[src/ipc_pkg.sv]
`default_nettype none

package ipc_pkg;

    // ==========================================================================
    // Clock and timing
    // ==========================================================================
    localparam int unsigned CLK_PERIOD_NS = 25;

    // Edge pulses are about 1 ns wide; at this clock rate that is one cycle.
    localparam int unsigned PULSE_NS      = 1;
    localparam int unsigned PULSE_CYC_I   = (PULSE_NS + CLK_PERIOD_NS - 1) / CLK_PERIOD_NS;
    localparam logic [1:0]  PULSE_CYC     = 2'((PULSE_CYC_I < 1) ? 1 : PULSE_CYC_I);

    // Idle time after which refresh pulses start, rounded up.
    localparam int unsigned REFRESH_NS    = 1000;
    localparam logic [7:0]  REFRESH_CYC   = 8'((REFRESH_NS + CLK_PERIOD_NS - 1) / CLK_PERIOD_NS);

    // Decoder silence that trips the watchdog, rounded down.
    localparam int unsigned WDOG_NS       = 5000;
    localparam logic [7:0]  WDOG_CYC      = 8'(WDOG_NS / CLK_PERIOD_NS);

    // ==========================================================================
    // Levels and reset values
    // ==========================================================================
    localparam logic        INIT_LEVEL    = 1'b0;
    localparam logic        WDOG_LEVEL    = 1'b1;
    localparam logic [7:0]  CNT_RESET     = 8'h00;

    // ==========================================================================
    // Barrier symbol buffer
    // ==========================================================================
    localparam int unsigned SYM_W         = 1;
    localparam int unsigned FIFO_DEPTH    = 8;

    // ==========================================================================
    // Output channel states
    // ==========================================================================
    typedef enum logic [1:0] {
        CH_OFF  = 2'b00,
        CH_INIT = 2'b01,
        CH_LIVE = 2'b11,
        CH_LOST = 2'b10
    } ipc_ch_state_t;

endpackage : ipc_pkg

`default_nettype wire

[src/ipc_channel.sv]
`default_nettype none

module ipc_channel
    import ipc_pkg::*;
(
    // Clock and reset
    input  wire logic core_clk_i,
    input  wire logic rst_n_i,
    // Supply monitors, high while the supply is above its lockout threshold
    input  wire logic primary_supply_ok_i,
    input  wire logic secondary_supply_ok_i,
    // Forward channel: primary input, secondary output
    input  wire logic data_in_i,
    output logic      tx_set_pulse_o,
    output logic      tx_reset_pulse_o,
    output logic      tx_ready_o,
    input  wire logic barrier_stall_i,
    output logic      data_out_o,
    output logic      data_out_oe_o,
    // Reverse channel output on the primary side
    input  wire logic rev_set_i,
    input  wire logic rev_reset_i,
    output logic      rev_out_o,
    output logic      rev_out_oe_o,
    // Power converter
    output logic      osc_enable_o
);

    // ==========================================================================
    // Declarations
    // ==========================================================================
    logic          in_prev_r;
    logic          pending_r;
    logic          pend_level_r;
    logic [7:0]    idle_cnt_r;
    logic          edge_seen;
    logic          refresh_due;
    logic          push;
    logic          fifo_ready;
    logic          rx_valid;
    logic          rx_ready;
    logic [0:0]    rx_sym;
    logic          rx_take;
    logic [7:0]    wdog_cnt_r;
    logic          wdog_trip;
    logic          sec_ok_prev_r;
    ipc_ch_state_t rx_state_r;
    ipc_ch_state_t rx_state_nxt;
    logic          rx_level_r;
    ipc_ch_state_t rev_state_r;
    logic          rev_level_r;

    // ==========================================================================
    // Transmit side: edge detection and refresh
    // ==========================================================================
    // While the primary supply is low the input is not sampled; a level that
    // differs from the last one sampled goes out as an edge once it returns.
    assign edge_seen   = primary_supply_ok_i && (data_in_i != in_prev_r);
    assign refresh_due = primary_supply_ok_i && (idle_cnt_r >= REFRESH_CYC);
    assign push        = primary_supply_ok_i && pending_r && fifo_ready;
    assign tx_ready_o  = fifo_ready;

    always_ff @(posedge core_clk_i or negedge rst_n_i) begin
        if (!rst_n_i) begin
            in_prev_r <= INIT_LEVEL;
        end else if (primary_supply_ok_i) begin
            in_prev_r <= data_in_i;
        end
    end

    // A newer edge replaces a symbol still waiting on a full buffer, since only
    // the latest level matters to the bistable decoder.
    always_ff @(posedge core_clk_i or negedge rst_n_i) begin
        if (!rst_n_i) begin
            pending_r    <= 1'b0;
            pend_level_r <= INIT_LEVEL;
        end else if (!primary_supply_ok_i) begin
            pending_r    <= 1'b0;
        end else if (edge_seen) begin
            pending_r    <= 1'b1;
            pend_level_r <= data_in_i;
        end else if (refresh_due && !pending_r) begin
            pending_r    <= 1'b1;
            pend_level_r <= in_prev_r;
        end else if (push) begin
            pending_r    <= 1'b0;
        end
    end

    // The refresh period is the idle threshold plus two cycles, far below the watchdog.
    always_ff @(posedge core_clk_i or negedge rst_n_i) begin
        if (!rst_n_i) begin
            idle_cnt_r <= CNT_RESET;
        end else if (!primary_supply_ok_i || push || edge_seen) begin
            idle_cnt_r <= CNT_RESET;
        end else if (idle_cnt_r < REFRESH_CYC) begin
            idle_cnt_r <= idle_cnt_r + 8'h01;
        end
    end

    // ==========================================================================
    // Transmit side: pulse driver
    // ==========================================================================
    // Each pushed symbol leaves as a single-cycle pulse, the shortest this
    // clock can make, so two symbols never merge on the barrier.
    always_ff @(posedge core_clk_i or negedge rst_n_i) begin
        if (!rst_n_i) begin
            tx_set_pulse_o   <= 1'b0;
            tx_reset_pulse_o <= 1'b0;
        end else begin
            tx_set_pulse_o   <= primary_supply_ok_i && push && pend_level_r;
            tx_reset_pulse_o <= primary_supply_ok_i && push && !pend_level_r;
        end
    end

    // ==========================================================================
    // Barrier buffer
    // ==========================================================================
    // Pulses reaching an unpowered secondary are simply lost, as in silicon.
    assign rx_ready = !barrier_stall_i;
    assign rx_take  = rx_valid && rx_ready && secondary_supply_ok_i;

    ipc_fifo #(
        .WIDTH (SYM_W),
        .DEPTH (FIFO_DEPTH)
    ) u_barrier_fifo (
        .core_clk_i  (core_clk_i),
        .rst_n_i     (rst_n_i),
        .in_valid_i  (push),
        .in_ready_o  (fifo_ready),
        .in_data_i   (pend_level_r),
        .out_valid_o (rx_valid),
        .out_ready_i (rx_ready),
        .out_data_o  (rx_sym)
    );

    // ==========================================================================
    // Receive side: watchdog
    // ==========================================================================
    assign wdog_trip = (wdog_cnt_r >= WDOG_CYC);

    always_ff @(posedge core_clk_i or negedge rst_n_i) begin
        if (!rst_n_i) begin
            wdog_cnt_r <= CNT_RESET;
        end else if (!secondary_supply_ok_i || rx_take) begin
            wdog_cnt_r <= CNT_RESET;
        end else if (!wdog_trip) begin
            wdog_cnt_r <= wdog_cnt_r + 8'h01;
        end
    end

    always_ff @(posedge core_clk_i or negedge rst_n_i) begin
        if (!rst_n_i) begin
            sec_ok_prev_r <= 1'b0;
        end else begin
            sec_ok_prev_r <= secondary_supply_ok_i;
        end
    end

    // ==========================================================================
    // Receive side: decoder state
    // ==========================================================================
    always_comb begin
        rx_state_nxt = rx_state_r;
        case (rx_state_r)
            CH_OFF: begin
                if (secondary_supply_ok_i && !sec_ok_prev_r) begin
                    rx_state_nxt = CH_INIT;
                end
            end
            // A symbol taken in the tripping cycle wins over the watchdog.
            CH_INIT, CH_LIVE, CH_LOST: begin
                if (rx_take) begin
                    rx_state_nxt = CH_LIVE;
                end else if (wdog_trip) begin
                    rx_state_nxt = CH_LOST;
                end
            end
            default: begin
                rx_state_nxt = CH_OFF;
            end
        endcase
        if (!secondary_supply_ok_i) begin
            rx_state_nxt = CH_OFF;
        end
    end

    always_ff @(posedge core_clk_i or negedge rst_n_i) begin
        if (!rst_n_i) begin
            rx_state_r <= CH_OFF;
        end else begin
            rx_state_r <= rx_state_nxt;
        end
    end

    // Bistable element: kept through primary loss until the watchdog trips.
    always_ff @(posedge core_clk_i or negedge rst_n_i) begin
        if (!rst_n_i) begin
            rx_level_r <= INIT_LEVEL;
        end else if (rx_take) begin
            rx_level_r <= rx_sym[0];
        end
    end

    always_ff @(posedge core_clk_i or negedge rst_n_i) begin
        if (!rst_n_i) begin
            data_out_o    <= INIT_LEVEL;
            data_out_oe_o <= 1'b0;
        end else begin
            data_out_oe_o <= (rx_state_nxt != CH_OFF);
            case (rx_state_nxt)
                CH_INIT: data_out_o <= INIT_LEVEL;
                CH_LIVE: data_out_o <= rx_take ? rx_sym[0] : rx_level_r;
                CH_LOST: data_out_o <= WDOG_LEVEL;
                default: data_out_o <= INIT_LEVEL;
            endcase
        end
    end

    // ==========================================================================
    // Primary side: reverse output and power oscillator
    // ==========================================================================
    always_ff @(posedge core_clk_i or negedge rst_n_i) begin
        if (!rst_n_i) begin
            rev_state_r <= CH_OFF;
            rev_level_r <= INIT_LEVEL;
        end else if (!primary_supply_ok_i) begin
            rev_state_r <= CH_OFF;
            rev_level_r <= INIT_LEVEL;
        end else if (rev_set_i || rev_reset_i) begin
            rev_state_r <= CH_LIVE;
            rev_level_r <= rev_set_i;
        end else if (rev_state_r == CH_OFF) begin
            rev_state_r <= CH_INIT;
            rev_level_r <= INIT_LEVEL;
        end
    end

    // Set wins when both reverse pulses arrive together.
    assign rev_out_o    = rev_level_r;
    assign rev_out_oe_o = (rev_state_r != CH_OFF);
    assign osc_enable_o = primary_supply_ok_i;

endmodule : ipc_channel

`default_nettype wire

[src/ipc_fifo.sv]
`default_nettype none

module ipc_fifo
    import ipc_pkg::*;
#(
    parameter int unsigned WIDTH = 1,
    parameter int unsigned DEPTH = 8
) (
    // Clock and reset
    input  wire logic             core_clk_i,
    input  wire logic             rst_n_i,
    // Fill side
    input  wire logic             in_valid_i,
    output logic                  in_ready_o,
    input  wire logic [WIDTH-1:0] in_data_i,
    // Drain side
    output logic                  out_valid_o,
    input  wire logic             out_ready_i,
    output logic      [WIDTH-1:0] out_data_o
);

    // ==========================================================================
    // Storage and pointers
    // ==========================================================================
    localparam int unsigned AW = $clog2(DEPTH);

    logic [WIDTH-1:0] mem_r [DEPTH];
    logic [AW:0]      wr_ptr_r;
    logic [AW:0]      rd_ptr_r;
    logic             empty;
    logic             full;
    logic             push;
    logic             load;
    logic             out_valid_r;
    logic [WIDTH-1:0] out_data_r;

    assign empty       = (wr_ptr_r == rd_ptr_r);
    assign full        = (wr_ptr_r[AW] != rd_ptr_r[AW]) && (wr_ptr_r[AW-1:0] == rd_ptr_r[AW-1:0]);
    assign in_ready_o  = !full;
    assign push        = in_valid_i && !full;
    // The head word moves into the output register whenever that stage is free.
    assign load        = !empty && (!out_valid_r || out_ready_i);
    assign out_valid_o = out_valid_r;
    assign out_data_o  = out_data_r;

    always_ff @(posedge core_clk_i) begin
        if (push) begin
            mem_r[wr_ptr_r[AW-1:0]] <= in_data_i;
        end
    end

    always_ff @(posedge core_clk_i or negedge rst_n_i) begin
        if (!rst_n_i) begin
            wr_ptr_r <= '0;
        end else if (push) begin
            wr_ptr_r <= wr_ptr_r + (AW+1)'(1);
        end
    end

    always_ff @(posedge core_clk_i or negedge rst_n_i) begin
        if (!rst_n_i) begin
            rd_ptr_r <= '0;
        end else if (load) begin
            rd_ptr_r <= rd_ptr_r + (AW+1)'(1);
        end
    end

    // ==========================================================================
    // Registered read port
    // ==========================================================================
    always_ff @(posedge core_clk_i or negedge rst_n_i) begin
        if (!rst_n_i) begin
            out_valid_r <= 1'b0;
            out_data_r  <= '0;
        end else if (load) begin
            out_valid_r <= 1'b1;
            out_data_r  <= mem_r[rd_ptr_r[AW-1:0]];
        end else if (out_ready_i) begin
            out_valid_r <= 1'b0;
        end
    end

endmodule : ipc_fifo

`default_nettype wire

[config.mk]
export PLATFORM = sky130hd
export DESIGN_NAME = ipc_channel
export DESIGN_NICKNAME = d
export VERILOG_FILES = /design/src/ipc_pkg.sv /design/src/ipc_channel.sv /design/src/ipc_fifo.sv
export SDC_FILE = /design/constraint.sdc
export NUM_CORES = 1
export LEC_CHECK = 0
export BUFFER_PORTS_ARGS = -buffer_cell sky130_fd_sc_hd__buf_2
export CORE_UTILIZATION = 35
export CTS_CLUSTER_SIZE = 25
export DETAILED_ROUTE_END_ITERATION = 6
export PLACE_DENSITY = 0.49
export SETUP_SLACK_MARGIN = 0.2
export SLEW_MARGIN = 15
export SYNTH_ARGS = -nofsm -noshare
export SYNTH_HDL_FRONTEND = slang
export SYNTH_HIERARCHICAL = 1
export SYNTH_SLANG_ARGS = --single-unit
export TNS_END_PERCENT = 1
[constraint.sdc]
create_clock -name core_clk_i -period 2.7 [get_ports core_clk_i]
set_clock_uncertainty 0.15 [all_clocks]
set_input_delay 0 -clock core_clk_i [delete_from_list [all_inputs] [get_ports core_clk_i]]
set_output_delay 0 -clock core_clk_i [all_outputs]
set_load 0.01 [all_outputs]
==> out/results.ini <==
[outcome]
outcome=completed

[worst_hold_path]
min_path_type=in -> async

[detailed_routing]
m1WireLength_um=2140
drtIter0Drc=32
vias=1645
dr.max_layer_used=met4
wl_per_cell_um=13.2
route.detailed.drc=0
met2_length_um=1950
drt-total-wl_um=4220
drtPass1Iterations=5
avgViaCountPerCell=5.16
wl_met3_um=108
ant_nets=0

[die]
io_pins=16
die_width_um=83.7
core-area_um2=6390
initial_utilization_pct=36.6
die_h_um=83.7
dieArea_um2=7000
rows=29

[power]
power_mw=2.09
cellPowerDensity_nw_per_um2=775
peakVddDrop_v=0.000292
leakage_nw=1.13

[worst_setup_path]
crit_slowest_cell=dfrtp_1
critPathBufInv=1
reg2reg_slack_ns=0.40
end_kind=flip-flop
slowest_delay_ns=0.47
path_delay_family=simple AND/OR/NAND/NOR gates
worstSetupStartpointType=flip-flop
arrival_ns=2.33
required_ns=2.73
crit_chain=xnor2_1, nand4_1, and3_1, inv_1, a41o_1, mux2_2
critPathKind=reg -> reg
cp_max_fo=8

[final_layout]
final_cells=319
final_layout_size_suffix_gt1_share_pct=13.6
syn_to_final_growth_pct=15.6
layout_common_cells=40 x dfrtp_1, 17 x inv_1, 17 x nor2_1
finalInstanceArea_um2=2700
diodes=0
nets=255
layout_commonest_cell=dfrtp_1

[timing]
slew_viol_final=0
clock.fmax_mhz=436
worst_slew_pin_slew_ns=0.913
period_minus_slack_ns=2.30
finalHoldViolCount=0
setup_viol=0
slew-limit-headroom_pct=39.1
final.period_utilization_pct=85.0
rsz0062_at_grt=no
tns_ns=0
fin_ws_ns=0.404

[clock_tree]
cts_buffer_depth=2
path_clk_slew_ns=0.09
numClockSinks=48
cts_tree=done
cts_made_buffers=5
postCtsSetupRepairBufs=0
clkLatencyLatePin_ns=0.29
cts_root_buf=clkbuf_8
h-tree-depth=2
ctsResizeCount=0

[synthesis]
syn-num-nets=229
synth_edf_count=8
async_flop_share_pct=83.3
yosysSeqAreaShare_pct=53.1
syn_inst=215
ys_seq_elements=48
synth-main-ff-cell=dfrtp_1
synth.distinct_cells=51
yosysWarningCount=6
syn_avg_cell_area_um2=10.9
netlist_area_um2=2340

[grt]
grt_pass1_wl_um=7670
gr-total-overflow=0
grt_pass1_vias=1633
grt_usage_pct=13.7
grt_max_degree=41
antenna_found_initial=0

[placement]
pre_cts_ws_ns=0.397
port_buffers=15
placedCellCount=302
gp_congestion=0.711
place_area_um2=2480
hpwl_um=2880

[run]
max_cap_viol_count=0

[kinds of logic (layout without fill, tap and decap cells)]
family                     after synthesis  count (layout)  synth area share (%)
DFF                                     48              48                  53.1
adders and majority gates                6               6                  3.21
AOI/OAI and AO/OA                       46              46                  13.8
buffers and inverters                   23              50                  4.07
muxes                                    7               7                  4.18
xor gates and xnor gates                12              12                  4.82
and+or+nand+nor                         73              73                  16.8
[worst paths after layout]
check,to,startpoint,depth (start not counted)
worst max-delay path,u_barrier_fifo/wr_ptr_r[1],u_barrier_fifo/wr_ptr_r[1],6
min in group core_clk_i,data_out_oe_o,sec_ok_prev_r,1
worst max register to register,u_barrier_fifo/wr_ptr_r[1],u_barrier_fifo/wr_ptr_r[1],6
worst min register to register,data_out_oe_o,sec_ok_prev_r,1
max in group asynchronous,u_barrier_fifo/wr_ptr_r[3],rst_n_i,2
worst min-delay path,idle_cnt_r[0],rst_n_i,2
[layer usage]
metal  global-route usage, %  vias up
li1                        -      824
met1                    18.4      798
met2                    21.7       21
met3                    3.56        2
met4                    4.16        0
met5                       0        -
[cells in the mapped netlist (4+ instances only)]
master    number  area [um^2]
nand2_1       12         45.0
inv_1         17         63.8
o21ai_0        9         45.0
nand4_1        4         25.0
ha_1           6         75.1
nand3_1       10         50.1
o31ai_1        4         30.0
nor2_1        17         63.8
dfrtp_1       40         1000
nand2b_1       4         25.0
edfxtp_1       8          240
xnor2_1        8         70.1
a21oi_1       12         60.1
[registers in the layout, indices dropped and copies added, names as in the netlist]
signal	cells
data_out_oe_o	1
u_barrier_fifo/wr_ptr_r	4
rev_state_r	2
wdog_cnt_r	8
u_barrier_fifo/out_data_o	1
tx_set_pulse_o	1
rx_state_r	2
u_barrier_fifo/mem_r	8
tx_reset_pulse_o	1
pending_r	1
data_out_o	1
rev_out_o	1
idle_cnt_r	8
sec_ok_prev_r	1
u_barrier_fifo/out_valid_o	1
pend_level_r	1
in_prev_r	1
u_barrier_fifo/rd_ptr_r	4
rx_level_r	1
[report_power, final]
part	internal [mW]	switching, mW
sequential	0.849	0.152
clock	0.327	0.231
combinational	0.259	0.274
[layout make-up]
cell class / instances / area, um^2
timing repair buffer: 25 / 173
sequential: 48 / 1240
fill: 645 / 3690
multi-input combinational: 144 / 1000
clock buffer: 7 / 96.3
clock inverter: 1 / 30.0
inverter: 17 / 63.8
tap: 77 / 96.3
[worst register-to-register path, delay by kind of cell (launching register included)]
family                 cells  cell delay (ns)
AO/OA/AOI/OAI              1             0.19
XOR/XNOR                   1             0.35
buffers and inverters      1             0.07
flip-flops                 1             0.47
multiplexers               1             0.36
AND/OR/NAND/NOR            2             0.60
[what timing repair did]
item,CTS,global route
setup endpoints to repair,0,0
hold buffers,9,0
hold endpoints to repair,54,0
[metrics by stage]
step	hold WS, ns	utilization (%)
floorplan	-0.446	-
global placement	0.0436	38.9
finish	0.226	42.3
global route	0.307	42.3
detailed placement	0.0462	38.9
CTS	0.267	42.3
No activity file was read; power rests on OpenSTA's default activity.
